--- src/hdl/agf_pkg.sv ---
package agf_pkg;
    // control clock and control-cycle timing
    localparam int unsigned CLK_HZ = 40_000_000;
    localparam int unsigned CTRL_PERIOD_MS = 1;
    localparam int unsigned MS_CYCLES = CLK_HZ / 1000 * CTRL_PERIOD_MS;
    localparam int unsigned GUARD_DELAY_MS = 2000;
    localparam int unsigned GUARD_TICKS = GUARD_DELAY_MS / CTRL_PERIOD_MS;

    // widths of signals, tunable settings and counters
    localparam int unsigned SIG_W = 16;
    localparam int unsigned ANGLE_W = 8;
    localparam int unsigned PERSIST_W = 15;
    localparam int unsigned THRESH_W = 12;
    localparam int unsigned DIV_W = 16;
    localparam int unsigned DLY_W = 11;

    // firing angle span in degrees
    localparam logic [ANGLE_W-1:0] ANGLE_OFF = 8'h00;
    localparam logic [ANGLE_W-1:0] ANGLE_FULL = 8'hb4;

    // reversal settings: ms and 0.1 % of top speed, limits and defaults
    localparam logic [PERSIST_W-1:0] PERSIST_MAX = 15'h7fff;
    localparam logic [PERSIST_W-1:0] PERSIST_DEF = 15'h2710;
    localparam logic [THRESH_W-1:0] THRESH_MAX = 12'h9c4;
    localparam logic [THRESH_W-1:0] THRESH_DEF = 12'h7d0;

    // commutation guard selection codes
    localparam logic [1:0] GUARD_SEL_DIS = 2'h1;
    localparam logic [1:0] GUARD_SEL_IMM = 2'h2;
    localparam logic [1:0] GUARD_SEL_DLY = 2'h3;
    localparam logic [1:0] GUARD_SEL_DEF = GUARD_SEL_DIS;

    typedef enum logic [1:0] {
        MODE_DISABLED,
        MODE_IMMEDIATE,
        MODE_DELAYED
    } agf_mode_e;

    typedef enum logic [1:0] {
        GUARD_IDLE,
        GUARD_ARMED,
        GUARD_DELAY,
        GUARD_TRIP
    } agf_guard_e;

    // reference and feedback travel together
    typedef struct packed {
        logic signed [SIG_W-1:0] ref_val;
        logic signed [SIG_W-1:0] fb_val;
    } agf_pair_s;
endpackage

--- src/hdl/agf_fire_pwm.sv ---
`timescale 1ns/1ps
module agf_fire_pwm (
    input wire logic clk_sys_in,
    input wire logic reset_in,
    input wire logic enable_in,
    input wire logic bridge_select_in,
    input wire logic [agf_pkg::ANGLE_W-1:0] angle_in,
    output logic fwd_fire_out,
    output logic rev_fire_out
);
    logic [agf_pkg::ANGLE_W-1:0] phase_r;
    logic fire;

    // free phase ramp over one full conduction span
    always_ff @(posedge clk_sys_in or posedge reset_in) begin
        if (reset_in) begin
            phase_r <= agf_pkg::ANGLE_OFF;
        end else if (!enable_in) begin
            phase_r <= agf_pkg::ANGLE_OFF;
        end else if (phase_r == agf_pkg::ANGLE_FULL - 8'h01) begin
            phase_r <= agf_pkg::ANGLE_OFF;
        end else begin
            phase_r <= phase_r + 8'h01;
        end
    end

    // angle above the span saturates to fully on
    assign fire = enable_in && (angle_in > phase_r); // RULE1

    // open-loop test firing; unregulated, so no guard interlock here
    always_ff @(posedge clk_sys_in or posedge reset_in) begin
        if (reset_in) begin
            fwd_fire_out <= 1'b0;
            rev_fire_out <= 1'b0;
        end else begin
            fwd_fire_out <= fire && !bridge_select_in; // RULE2
            rev_fire_out <= fire && bridge_select_in; // RULE2
        end
    end
endmodule

--- src/hdl/agf_guard_top.sv ---
// Behaviour
// RULE1: test angle 0 keeps bridge off, 180 fires it fully on.
// RULE2: bridge select off fires forward bridge, on fires reverse bridge.
// RULE3: reversal fault when difference exceeds threshold long enough, polarities opposite; code takes signed difference, so only a positive reference faults.
// RULE4: persistence time 0 to 32767 ms, counted before declaring fault.
// RULE5: difference threshold 0.0 to 250.0 percent, default 200.0 percent.
// RULE6: no reversal detection with an AC tachometer feedback source.
// RULE7: guard select 1 disabled, 2 fault immediately, 3 delay before fault.
// RULE8: guard active while regenerating forces current reference to zero.
// RULE9: guard active while motoring disables the regenerative bridge.
// RULE10: immediate mode trips at once when guard fires during regeneration.
// RULE11: regeneration request means current reference and feedback opposite polarity.
// RULE12: guard while motoring logs alarm, continues motoring until regen request.
// RULE13: delay mode coasts on regen demand, trips after two seconds.
// RULE14: persistence timer clears when condition breaks, only continuous time counts.
// RULE15: inputs sampled and guards evaluated once per control cycle.
`timescale 1ns/1ps
module agf_guard_top #(
    parameter int unsigned TICK_CYCLES = agf_pkg::MS_CYCLES
) (
    input wire logic clk_sys_in,
    input wire logic reset_in,
    input wire logic test_mode_in,
    input wire logic [agf_pkg::ANGLE_W-1:0] conduction_angle_in,
    input wire logic test_bridge_select_in,
    input wire agf_pkg::agf_pair_s speed_in,
    input wire agf_pkg::agf_pair_s cml_in,
    input wire logic fb_ac_tach_in,
    input wire logic [agf_pkg::PERSIST_W-1:0] reversal_persist_time_in,
    input wire logic [agf_pkg::THRESH_W-1:0] reversal_diff_threshold_in,
    input wire logic [1:0] commutation_guard_select_in,
    input wire logic commutation_risk_in,
    input wire logic fault_clear_in,
    output logic fwd_fire_out,
    output logic rev_fire_out,
    output logic regen_bridge_en_out,
    output logic drive_stop_out,
    output logic signed [agf_pkg::SIG_W-1:0] cml_ref_out,
    output logic feedback_reversal_fault_out,
    output logic commutation_guard_fault_out,
    output logic commutation_guard_alarm_out,
    output logic commutation_guard_event_out
);
    // opposite polarity, zero counts as neither side
    function automatic logic agf_opposite(
        input logic signed [agf_pkg::SIG_W-1:0] a,
        input logic signed [agf_pkg::SIG_W-1:0] b
    );
        return (a != '0) && (b != '0) && (a[agf_pkg::SIG_W-1] !=
            b[agf_pkg::SIG_W-1]);
    endfunction

    // selection decode; unknown codes fall back to disabled
    function automatic agf_pkg::agf_mode_e agf_mode(input logic [1:0] sel);
        case (sel)
            agf_pkg::GUARD_SEL_IMM: return agf_pkg::MODE_IMMEDIATE;
            agf_pkg::GUARD_SEL_DLY: return agf_pkg::MODE_DELAYED;
            default: return agf_pkg::MODE_DISABLED; // RULE7
        endcase
    endfunction

    logic [agf_pkg::DIV_W-1:0] div_r;
    logic tick_r;
    logic [agf_pkg::PERSIST_W-1:0] persist_r;
    logic [agf_pkg::DLY_W-1:0] dly_r;
    agf_pkg::agf_guard_e guard_r;
    agf_pkg::agf_guard_e guard_nxt;
    agf_pkg::agf_mode_e mode;
    logic signed [agf_pkg::SIG_W:0] speed_diff;
    logic rev_cond;
    logic regen_req;
    logic guard_start;

    // control-cycle divider, one tick per millisecond
    always_ff @(posedge clk_sys_in or posedge reset_in) begin
        if (reset_in) begin
            div_r <= '0;
            tick_r <= 1'b0;
        end else if (div_r == agf_pkg::DIV_W'(TICK_CYCLES - 1)) begin
            div_r <= '0;
            tick_r <= 1'b1; // RULE15
        end else begin
            div_r <= div_r + 16'h0001;
            tick_r <= 1'b0;
        end
    end

    // reversal condition, sign-extended so the difference cannot wrap
    assign speed_diff = {speed_in.ref_val[agf_pkg::SIG_W-1], speed_in.ref_val}
        - {speed_in.fb_val[agf_pkg::SIG_W-1], speed_in.fb_val};
    assign rev_cond = !fb_ac_tach_in // RULE6
        && agf_opposite(speed_in.ref_val, speed_in.fb_val) // RULE3
        && (speed_diff > $signed({5'h00, reversal_diff_threshold_in})); // RULE5

    // persistence timer saturates rather than wrapping to a false restart
    always_ff @(posedge clk_sys_in or posedge reset_in) begin
        if (reset_in) begin
            persist_r <= '0;
        end else if (tick_r) begin
            if (!rev_cond) begin
                persist_r <= '0; // RULE14
            end else if (persist_r != agf_pkg::PERSIST_MAX) begin
                persist_r <= persist_r + 15'h0001; // RULE4
            end
        end
    end

    // sticky reversal fault; a new set wins over a clear
    always_ff @(posedge clk_sys_in or posedge reset_in) begin
        if (reset_in) begin
            feedback_reversal_fault_out <= 1'b0;
        end else if (tick_r && rev_cond
            && persist_r >= reversal_persist_time_in) begin
            feedback_reversal_fault_out <= 1'b1; // RULE3
        end else if (fault_clear_in) begin
            feedback_reversal_fault_out <= 1'b0;
        end
    end

    assign mode = agf_mode(commutation_guard_select_in); // RULE7
    assign regen_req = agf_opposite(cml_in.ref_val, cml_in.fb_val); // RULE11

    // guard sequencing, evaluated on the control tick only
    always_comb begin
        guard_nxt = guard_r;
        case (guard_r)
            agf_pkg::GUARD_IDLE: begin
                if (mode != agf_pkg::MODE_DISABLED && commutation_risk_in) begin
                    if (!regen_req) begin
                        guard_nxt = agf_pkg::GUARD_ARMED; // RULE12
                    end else if (mode == agf_pkg::MODE_IMMEDIATE) begin
                        guard_nxt = agf_pkg::GUARD_TRIP; // RULE10
                    end else begin
                        guard_nxt = agf_pkg::GUARD_DELAY; // RULE13
                    end
                end
            end
            agf_pkg::GUARD_ARMED: begin
                if (mode == agf_pkg::MODE_DISABLED || !commutation_risk_in) begin
                    guard_nxt = agf_pkg::GUARD_IDLE;
                end else if (regen_req) begin
                    guard_nxt = (mode == agf_pkg::MODE_IMMEDIATE) ?
                        agf_pkg::GUARD_TRIP : agf_pkg::GUARD_DELAY; // RULE12
                end
            end
            agf_pkg::GUARD_DELAY: begin
                if (!regen_req) begin
                    guard_nxt = agf_pkg::GUARD_IDLE; // RULE13
                end else if (dly_r >= agf_pkg::DLY_W'(agf_pkg::GUARD_TICKS - 1))
                begin
                    guard_nxt = agf_pkg::GUARD_TRIP; // RULE13
                end
            end
            agf_pkg::GUARD_TRIP: begin
                if (fault_clear_in) begin
                    guard_nxt = agf_pkg::GUARD_IDLE;
                end
            end
            default: guard_nxt = agf_pkg::GUARD_IDLE;
        endcase
    end

    assign guard_start = tick_r && guard_r == agf_pkg::GUARD_IDLE
        && guard_nxt != agf_pkg::GUARD_IDLE;

    // guard state and two-second demand counter
    always_ff @(posedge clk_sys_in or posedge reset_in) begin
        if (reset_in) begin
            guard_r <= agf_pkg::GUARD_IDLE;
            dly_r <= '0;
        end else if (tick_r) begin
            guard_r <= guard_nxt;
            if (guard_r == agf_pkg::GUARD_DELAY
                && guard_nxt == agf_pkg::GUARD_DELAY) begin
                dly_r <= dly_r + 11'h001; // RULE13
            end else begin
                dly_r <= '0;
            end
        end
    end

    // current reference pass-through, zeroed while regen demand is held off
    always_ff @(posedge clk_sys_in or posedge reset_in) begin
        if (reset_in) begin
            cml_ref_out <= '0;
        end else if (tick_r) begin
            if (guard_nxt == agf_pkg::GUARD_DELAY
                || guard_nxt == agf_pkg::GUARD_TRIP) begin
                cml_ref_out <= '0; // RULE8
            end else begin
                cml_ref_out <= cml_in.ref_val; // RULE15
            end
        end
    end

    // bridge enable, stop and guard flags follow the state
    always_ff @(posedge clk_sys_in or posedge reset_in) begin
        if (reset_in) begin
            regen_bridge_en_out <= 1'b1;
            drive_stop_out <= 1'b0;
            commutation_guard_fault_out <= 1'b0;
            commutation_guard_event_out <= 1'b0;
        end else begin
            regen_bridge_en_out <= guard_r == agf_pkg::GUARD_IDLE; // RULE9
            drive_stop_out <= guard_r == agf_pkg::GUARD_TRIP; // RULE10
            commutation_guard_fault_out <= guard_r == agf_pkg::GUARD_TRIP;
            commutation_guard_event_out <= guard_start; // RULE12
        end
    end

    // sticky alarm; a new event wins over a clear
    always_ff @(posedge clk_sys_in or posedge reset_in) begin
        if (reset_in) begin
            commutation_guard_alarm_out <= 1'b0;
        end else if (guard_start) begin
            commutation_guard_alarm_out <= 1'b1; // RULE12
        end else if (fault_clear_in) begin
            commutation_guard_alarm_out <= 1'b0;
        end
    end

    // test firing and bridge steering run every clock, free of the guard
    agf_fire_pwm agf_fire_pwm_inst (
        .clk_sys_in(clk_sys_in),
        .reset_in(reset_in),
        .enable_in(test_mode_in),
        .bridge_select_in(test_bridge_select_in), // RULE2
        .angle_in(conduction_angle_in), // RULE1
        .fwd_fire_out(fwd_fire_out),
        .rev_fire_out(rev_fire_out)
    );
endmodule

--- config.mk ---
export PLATFORM = sky130hd
export DESIGN_NAME = agf_guard_top
export DESIGN_NICKNAME = d
export VERILOG_FILES = /design/src/hdl/agf_pkg.sv /design/src/hdl/agf_fire_pwm.sv /design/src/hdl/agf_guard_top.sv
export SDC_FILE = /design/constraint.sdc
export NUM_CORES = 1
export LEC_CHECK = 0
export ABC_AREA = 1
export ABC_CLOCK_PERIOD_IN_PS = 4970
export BUFFER_PORTS_ARGS = -buffer_cell sky130_fd_sc_hd__buf_2
export CORE_MARGIN = 4
export CORE_UTILIZATION = 40
export CTS_CLUSTER_SIZE = 20
export DETAILED_ROUTE_END_ITERATION = 10
export PLACE_DENSITY = 0.64
export SYNTH_ARGS = -nofsm -noshare
export SYNTH_HDL_FRONTEND = slang
export SYNTH_SLANG_ARGS = --single-unit
--- constraint.sdc ---
create_clock -name clk_sys_in -period 4.97 [get_ports clk_sys_in]
set_input_delay 0.2485 -clock clk_sys_in [delete_from_list [all_inputs] [get_ports clk_sys_in]]
set_output_delay 0.2485 -clock clk_sys_in [all_outputs]
set_load 0.01 [all_outputs]
# Word-level counts from Yosys, hierarchy flattened
# Index checks and enable logic that the tools add are counted.
# op_classes
n_eq_ne	14
n_addsub	5
order_cmp	4
mux	21
n_reduce_logical	31
# op_table
cell	count
nonzero test 16 bit	4
2-to-1 mux 16 bit	2
2-to-1 mux 15 bit	2
> comparator 17 x 13 -> 1 bit	1
subtractor 16 x 16 -> 17 bit	1
adder 16 x 1 -> 16 bit, second input constant	1
== test 16 bit, second input constant	1
2-to-1 mux 8 bit	2
adder 15 x 1 -> 15 bit, second input constant	1
greater-or-equal comparator 15 bit	1
logical AND 1 bit	15
!= test 15 bit, second input constant	1
2-to-1 mux 2 bit	7
== test 2 bit, second input constant	6
adder 11 x 1 -> 11 bit, second input constant	1
greater-or-equal comparator 11 bit, second input constant	1
2-to-1 mux 11 bit	1
adder 8 x 1 -> 8 bit, second input constant	1
== test 8 bit, second input constant	1
> comparator 8 bit	1
one-hot mux 2 bit (4 select lines)	1
nonzero test 2 bit	4
2-to-1 mux 1 bit	5
== test 2 x 1 -> 1 bit, second input constant	2
other kinds (7)	12
# totals
regBits	76
out_inout_bits	24
input_bits	108
elab_cells	89

# Depth between registers and ports, before layout
# Gate-level depths: netlist of run 1.
# depth
depth_word	10
ltp_mapped	24
ltp_nobuf	24

# Modules after synthesis
# From an unflattened synthesis of run 1, not the netlist that was laid out.
# hier_totals
hier_cells	796
area_unflattened_um2	5761.8
# modules_own_cells
mod	n_inst	area_per_inst_um2	cells_per_inst
agf_guard_top	1	5093.6	713
agf_fire_pwm	1	668.1	83

# Least setup slack after synthesis of run 1
# OpenSTA, ideal clock, no wires.
# synth_timing
path_kind	input to register
from	in speed_in[16] (netlist bit)
to	reg persist_r[14] (netlist bit)
setup_ns	0.077
setup_slack_ns	2.280
arrival_ns	2.613
cell_stages	23
n_path_buf	0
path_cell_list	inv_1 -> ha_1 -> fa_1 -> inv_1 -> nand3_1 -> nand3_1 -> a31oi_1 -> xnor2_1 -> ha_1 -> nand2_1 -> nor2_1 -> nand3b_1 -> nand3_1 -> nand2_1 -> nand2_1 -> nand2_1 -> nand2_1 -> nand2_1 -> nand2_1 -> nand2_2 -> nand2_4 -> inv_4 -> a21oi_1
# synth_between
elab_chain_len	7
# synth_rtl
item	line_no	rtl
start: declaration	agf_guard_top.sv:26	input wire agf_pkg::agf_pair_s speed_in,
branches (longest 4 deep; another with subtractor 16 x 16 -> 17 bit)	--	
logical AND 1 bit (*)	agf_guard_top.sv:93	&& (speed_diff > $signed({5'h00, reversal_diff_threshold_in}));
!= test 2 x 1 -> 1 bit (no source line)	--	
AND reduction 2 bit (no source line)	--	
end signal: assignment	agf_guard_top.sv:103	persist_r <= persist_r + 15'h0001;
end: declaration	agf_guard_top.sv:64	logic [agf_pkg::PERSIST_W-1:0] persist_r;
# Mark *: on every way between the ends.
# A chain may end at the register's enable or synchronous reset.

# Worst setup path in the final report of run 1
# layout_timing
from	in speed_in[0] (netlist bit)
to	reg persist_r[7] (netlist bit)
# Same word-level chain as after synthesis.

==> results of run 1 <==
## synth_stat cells, drive strengths merged
cell / n / area [sq um]
fa: 1 / 20.0
o21ai: 28 / 140
nor2: 71 / 287
o21a: 3 / 22.5
clkbuf: 7 / 26.3
o41ai: 1 / 8.76
nand3: 42 / 245
a31oi: 4 / 25.0
a31o: 1 / 8.76
dfrtp: 75 / 1880
nor3: 13 / 65.1
o211ai: 2 / 15.0
inv: 143 / 539
xnor2: 13 / 114
o21bai: 1 / 7.51
o211a: 1 / 10.0
nand3b: 2 / 15.0
ha: 55 / 688
dfstp: 1 / 26.3
or2: 2 / 12.5
buf: 4 / 30.0
a21oi: 44 / 228
nand4: 20 / 125
nor4: 17 / 121
nand2: 202 / 776
xor2: 19 / 166
and3: 2 / 12.5
a311o: 1 / 10.0
o22ai: 2 / 12.5
nor4b: 1 / 8.76
and2: 2 / 15.0
a21o: 1 / 7.51
## logic make-up after synthesis
family | after synthesis | share of synthesized area, %
buffers and inverters | 154 | 10.5
xor gates and xnor gates | 32 | 4.95
DFF | 76 | 33.6
AOI/OAI and AO/OA | 89 | 8.75
adders and majority gates | 56 | 12.5
and+or+nand+nor | 374 | 29.7
## placed cells by master, fill, tap and decap left out, types with 2 or more instances in the layout
master     netlist  final
nor4_1          16     16
o211ai_1         2      2
nand2_4          2      2
nand3_4          2      2
ha_1            55     55
nand3b_1         2      2
o21ai_0         28     28
or2_2            2      2
nor2_2           5      5
nor2_1          65     65
o22ai_1          2      2
inv_1          141    140
buf_4            2      2
and3_1           2      2
a21oi_1         42     42
nand3_1         38     38
a21oi_2          2      2
xnor2_1         13     13
o21a_1           3      3
xor2_1          19     19
nor3_1          13     13
dfrtp_1         75     75
clkinv_2         0      2
nand3_2          2      2
a31oi_1          4      4
clkbuf_16        0      9
buf_2            0    131
nand2_1        199    199
bufinv_16        0      2
nand4_1         20     20
## metrics by stage
step                utilization [%]  hold slack [ns]  worst slack (ns)  area (sq um)  cells
floorplan                         -            0.315              2.28          5670    781
global placement               46.9            0.265              1.97          6510   1083
detailed placement             46.9            0.267              1.89          6510   1083
CTS                            49.2           0.0846              2.22          6830   1099
global route                   49.2           0.0872              1.81          6830   1099
finish                         49.2           0.0933              2.22          6830   1099
## power by group through the flow
stage / Sequential, mW / Combinational [mW] / Clock, mW
after CTS: 0.624 / 0.287 / 0.712
after detailed placement: 0.635 / 0.285 / 0
after global placement: 0.635 / 0.282 / 0
final: 0.624 / 0.282 / 0.693
after floorplan: 0.635 / 0.189 / 0
after global routing: 0.624 / 0.335 / 0.739
## final timing paths
check | cells after the start | slack [ns] | end | startpoint
hold reg to reg | 1 | 0.46 | div_r[0] | div_r[0]
max in group asynchronous | 4 | 3.51 | agf_fire_pwm_inst.phase_r[4] | reset_in
setup / recovery | 21 | 2.22 | persist_r[7] | speed_in[0]
setup reg to reg | 8 | 2.75 | dly_r[10] | tick_r
min in group asynchronous | 3 | 0.46 | cml_ref_out[0] | reset_in
hold / removal | 2 | 0.09 | agf_fire_pwm_inst.fwd_fire_out | test_bridge_select_in
## flip-flops by register name, indices dropped and copies added (netlist names)
signal	cells
agf_fire_pwm_inst.fwd_fire_out	1
commutation_guard_fault_out	1
commutation_guard_alarm_out	1
regen_bridge_en_out	1
guard_r	2
cml_ref_out	16
feedback_reversal_fault_out	1
div_r	16
persist_r	15
commutation_guard_event_out	1
agf_fire_pwm_inst.phase_r	8
dly_r	11
tick_r	1
agf_fire_pwm_inst.rev_fire_out	1
## critical path, cell delays in order
cell      delay, ns
buf_2          0.10
ha_1           0.21
fa_1           0.40
inv_1          0.08
nand3_1        0.06
nand3_1        0.14
a31oi_1        0.11
xnor2_1        0.14
ha_1           0.29
nand2_1        0.07
nor2_1         0.18
nand3b_1       0.09
nand3_1        0.09
nand2_1        0.05
nand2_1        0.05
nand2_1        0.04
nand2_1        0.05
nand2_1        0.08
a21oi_2        0.29
nand4_1        0.12
nand2_1        0.11
## layer usage
layer | track usage, % | up-vias | wire length, um
met5 | 0 | - | 0
met3 | 3.18 | 14 | 580
met1 | 21.6 | 2336 | 6080
met2 | 28.5 | 101 | 6100
li1 | - | 2774 | -
met4 | 3.47 | 0 | 146
## area by class of cell
cell class | instances | area share (%)
Multi-Input combinational cell | 551 | 46.3
Inverter | 143 | 7.91
Timing Repair Buffer | 134 | 9.96
Sequential cell | 76 | 27.9
Clock buffer | 11 | 3.55
Tap cell | 180 | 3.30
Clock inverter | 4 | 1.08
==> results.md, run 1 <==
- Overflow after GRT: 0
- Via density: 4.75
- CTS Hold Bufs: 1
- Clk_lat worst skew: between 0.3 and 0.4 ns
- Worst setup SP type: input port
- Fill cells: roughly 1400
- Core area: 13900 sq um
- Power Total: roughly 1.6 mW
- Worst setup path category: input port to flop
- Average routed wire per standard cell: ~12 um
- FMAX: 0.364 GHz
- Crit. End Element: flop
- Port Buffers: between 100 and 150
- Reported leakage power: between 3 and 4 nW
- Synth Cell Area: about 5700 sq um
- Cts repair resizes: 0
- Die Span Y: ~130 um
- Number of CTS-inserted buffers: 9
- GP Congestion: about 0.8
- DRT iter0 DRCs: approximately 170
- All-Layer GR Usage: roughly 16%
- Crit path arrival time: about 3 ns
- Clock Sinks: 76
- Die Area: 16100 sq um
- WL final: 12900 um
- Netlist cell types: 45
- Via Count: about 5200
- I/O pin cnt: roughly 130
- Worst-case clock buffer depth: 2
- Synth warnings: 0
- Initial antenna violation count: 0
- Multi-input combinational cell area: roughly 3200 sq um
- Yosys reg bits: 76
- Clock Pin Slew Worst Setup and Hold Paths: 0.06 ns
- Fin crit share: around 55%
- Syn Nets: 945
- Clock share of power: 43.3%
- Vias in the first global route: between 5000 and 6000
- Min cycle time layout: ~2.7 ns
- Rows: between 40 and 50
- Int Pwr: 1.19 mW
- Worst-margin pin slew: 0.825 ns
- # Max-Cap Violations: 0
- Max Slew Vio Count: 0
- Reg power frac: between 30% and 40%
- Ant. Diodes: 0
- Status: finished clean
- Number of routed nets with antenna violations: 0
- Setup TNS: 0 ns
- Sw power: 408 uW
- Register area share after synthesis: roughly a third
- Avg Inst Size Synth: ~7.3 sq um
- First-pass GRT wire length: around 23000 um
- RSZ-0062 raised after global routing: no
- Combinational power share: 17.6%
- HPWL Detailed: 10400 um
- Clock Skew: 0.00501 ns
- CP required: between 5 and 6 ns
- DRT Pass-1 Iters: 4
- TritonCTS clock tree: done
- Area Growth Syn to Fin: 20.6%
- Starting density of the core: between 40% and 50%
- Die width: about 130 um
- Register area: 1900 sq um
- Remaining DRCs: 0
- Setup bufs post-CTS: 0
- Sw Share: between 20% and 30%
- Max IR drop VDD: 0.178 mV
- Crit-path max FO: 6
- Layout cells sized above 1: between 10% and 20%
- CTS root buf: clkbuf_16
- Gate count of the mapped netlist: approximately 780
- Setup violators final: 0
- Final hold violation count: 0
- Final nets: between 1000 and 1500
- Hold Path Class: input port to flop
- Worst slew margin: about 44%
- Power density cells: roughly 230 nW/um^2
- Htree depth: 3
- Pin count of the biggest net entering global routing: 53
Power figures use the tool's default switching activity.
==> run 2, diff against run 1 <==
- ABC_CLOCK_PERIOD_IN_PS: 4970 -> 2850
- clock period: 4.97 -> 2.85 ns (I/O delays scaled with it)
==> run 2 against run 1 <==
  * Critical path depth grew 4
  * Sequential power grew 75%
  * Non-clock buffer count grew 6
  * Power grew 69%
  * Combinational power grew 80%
  * Highest routed layer unchanged
==> results.md, run 2 (synthesis results as in run 1) <==
- Reg2Reg Depth: 12 (+4)
- Power Total: 2.70 mW (+69%)
- Flop2flop setup slack: 0.74 ns (-2.01 ns)
- Worst setup path category: input port to flop
- Cell count after placement: 1088 (+0.46%)
- DR top layer: met4
- Setup bufs post-CTS: 0 (unchanged)
- DRT iter0 DRCs: 198 (+17%)
- Reported leakage power: 3.73 nW (+0.39%)
- WP buf/inv: 5 (+3)
- Crit-path max FO: 9 (+3)
- Worst-case clock buffer depth: 2 (unchanged)
- WL met1: 5960 um (-1.9%)
- DRT Pass-1 Iters: 4 (unchanged)
- All-Layer GR Usage: 16.5% (about the same)
- Hold Path Class: input port to flop
- Area Growth Syn to Fin: 21.5%
- Placed cell areas: 6560 sq um (+0.77%)
- Critical Path Start: speed_in[0]
- Setup violators final: 0 (unchanged)
- Port Buffers: 131 (unchanged)
- Layout cells sized above 1: 19.4% (+0.83 points)
- Max Slew Vio Count: 0 (unchanged)
- Rows: 43 (unchanged)
- Worst setup SP type: input port
- Via Count: 5219 (-0.11%)
- Die Span Y: 127 um (unchanged)
- Crit. End Element: flop
- Commonest non-fill, non-tap cells in the layout: nand2_1, inv_1, buf_2, dfrtp_1, nor2_1
- Number of CTS-inserted buffers: 9 (unchanged)
- Largest regs: cml_ref_out: 16 flops, div_r: 16 flops, persist_r: 15 flops
- Cell family with most CP delay: simple AND/OR/NAND/NOR gates
- Overflow after GRT: 0 (unchanged)
- Clock Pin Slew Worst Setup and Hold Paths: 0.06 ns (about the same)
- Layout Utilization: 49.6% (+0.37 points)
- Pin count of the biggest net entering global routing: 43 (-19%)
- Final Cell Area: 6880 sq um (+0.75%)
- CP required: 3.07 ns (-2.16 ns)
- Slowest CP cell: fa_1
- Htree depth: 3 (unchanged)
- Die width: 127 um (unchanged)
- Die Area: 16100 sq um (unchanged)
- Fin cells: 1106 (+0.64%)
- Via density: 4.72 (-0.75%)
- First-pass GRT wire length: 22300 um (-1.0%)
- Ant. Diodes: 0 (unchanged)
- Starting density of the core: 40.8% (unchanged)
- Final nets: 1085 (+0.56%)
- Max IR drop VDD: 0.248 mV (+40%)
- CP Depth: 25 (+19%)
- Status: finished clean
- Reg2reg end: persist_r[8]
- Setup ws final: 0.350 ns (-1.87 ns)
- Min Hold Slack: 0.0651 ns (-0.0282 ns)
- Vias in the first global route: 5027 (-1.7%)
- Pre-CTS WS: -0.0652 ns (-1.95 ns)
- Initial antenna violation count: 0 (unchanged)
- # Max-Cap Violations: 0 (unchanged)
- Min cycle time layout: 2.50 ns
- Fin crit share: 87.7%
- Clock Skew: 0.00806 ns (+0.00304 ns)
- WL final: 12900 um (-0.25%)
- Worst slew margin: 46.5% (+2.2 points)
- I/O pin cnt: 132 (unchanged)
- RSZ-0062 raised after global routing: no
- TritonCTS clock tree: done
- DR WL met2: 6250 um (+2.4%)
- Setup TNS: 0 ns (unchanged)
- Remaining DRCs: 0 (unchanged)
- Crit-path most repeated cell: nand2_1
- Commonest non-fill, non-tap cell in the layout: nand2_1
- Crit path arrival time: 2.72 ns (-0.29 ns)
- Worst-margin pin slew: 0.791 ns (-0.0333 ns)
- CTS root buf: clkbuf_16
- Core area: 13900 sq um (unchanged)
- Crit Reg-Reg Startpoint: persist_r[1]
- Average routed wire per standard cell: 11.6 um (-0.88%)
- HPWL Detailed: 10500 um (+1.3%)
- Clk_lat worst skew: 0.33 ns (about the same)
- Critical path endpoint: persist_r[5]
- Routed wl met3: 588 um (+1.4%)
- FMAX: approximately 0.40 GHz
- Number of routed nets with antenna violations: 0 (unchanged)
- CP max stage delay: 0.38 ns (-0.02 ns)
- Power density cells: 393 nW/um^2 (+68%)
- GP Congestion: 0.818 (+0.11%)
- Clock Sinks: 76 (unchanged)
- Final hold violation count: 0 (unchanged)
## run 2: cell type report
| type | count | area [sq um] |
|---|---|---|
| well taps | 180 | 225 |
| multi-input cells | 551 | 3180 |
| clock buffers | 9 | 225 |
| inverters | 143 | 543 |
| flip-flops and latches | 76 | 1900 |
| fillers | 1413 | 7000 |
| repair buffers | 140 | 741 |
| clock inverters | 7 | 67.6 |
## run 2: what timing repair did
item | in CTS | in global routing
resized for setup | 0 | 4
hold buffers | 2 | 0
hold endpoints to repair | 41 | 0
setup endpoints to repair | 0 | 15
## run 2: metal layers
layer | GRT usage (%) | vias to the layer above
met1 | 21.7 | 2324
met5 | 0 | -
met3 | 3.34 | 5
met2 | 28.7 | 101
met4 | 2.52 | 0
li1 | - | 2789
## run 2: worst register-to-register path, stage by stage, from the launching register on
cell	delay, ns
dfrtp_1	0.42
ha_1	0.24
nand3_2	0.10
nor2_2	0.11
and2_4	0.17
nand3_4	0.07
nor2_4	0.15
nand3_4	0.15
nand2_4	0.17
inv_1	0.11
nand3_1	0.09
xor2_1	0.16
nor2_1	0.05
## run 2: worst min-delay path by stage
stage | startpoint | endpoint | slack, ns | depth (start not counted)
after CTS | test_mode_in | agf_fire_pwm_inst.phase_r[1] | 0.05 | 3
after floorplan | test_bridge_select_in | agf_fire_pwm_inst.fwd_fire_out | 0.21 | 1
final | test_mode_in | agf_fire_pwm_inst.phase_r[1] | 0.07 | 3
after global routing | test_mode_in | agf_fire_pwm_inst.phase_r[1] | 0.07 | 3
after detailed placement | reset_in | cml_ref_out[0] | 0.29 | 2
after global placement | reset_in | cml_ref_out[0] | 0.28 | 2
## run 2: power breakdown
group,internal (mW),switching (mW)
clock,0.672,0.434
combinational,0.216,0.292
sequential,1.08,0.00362
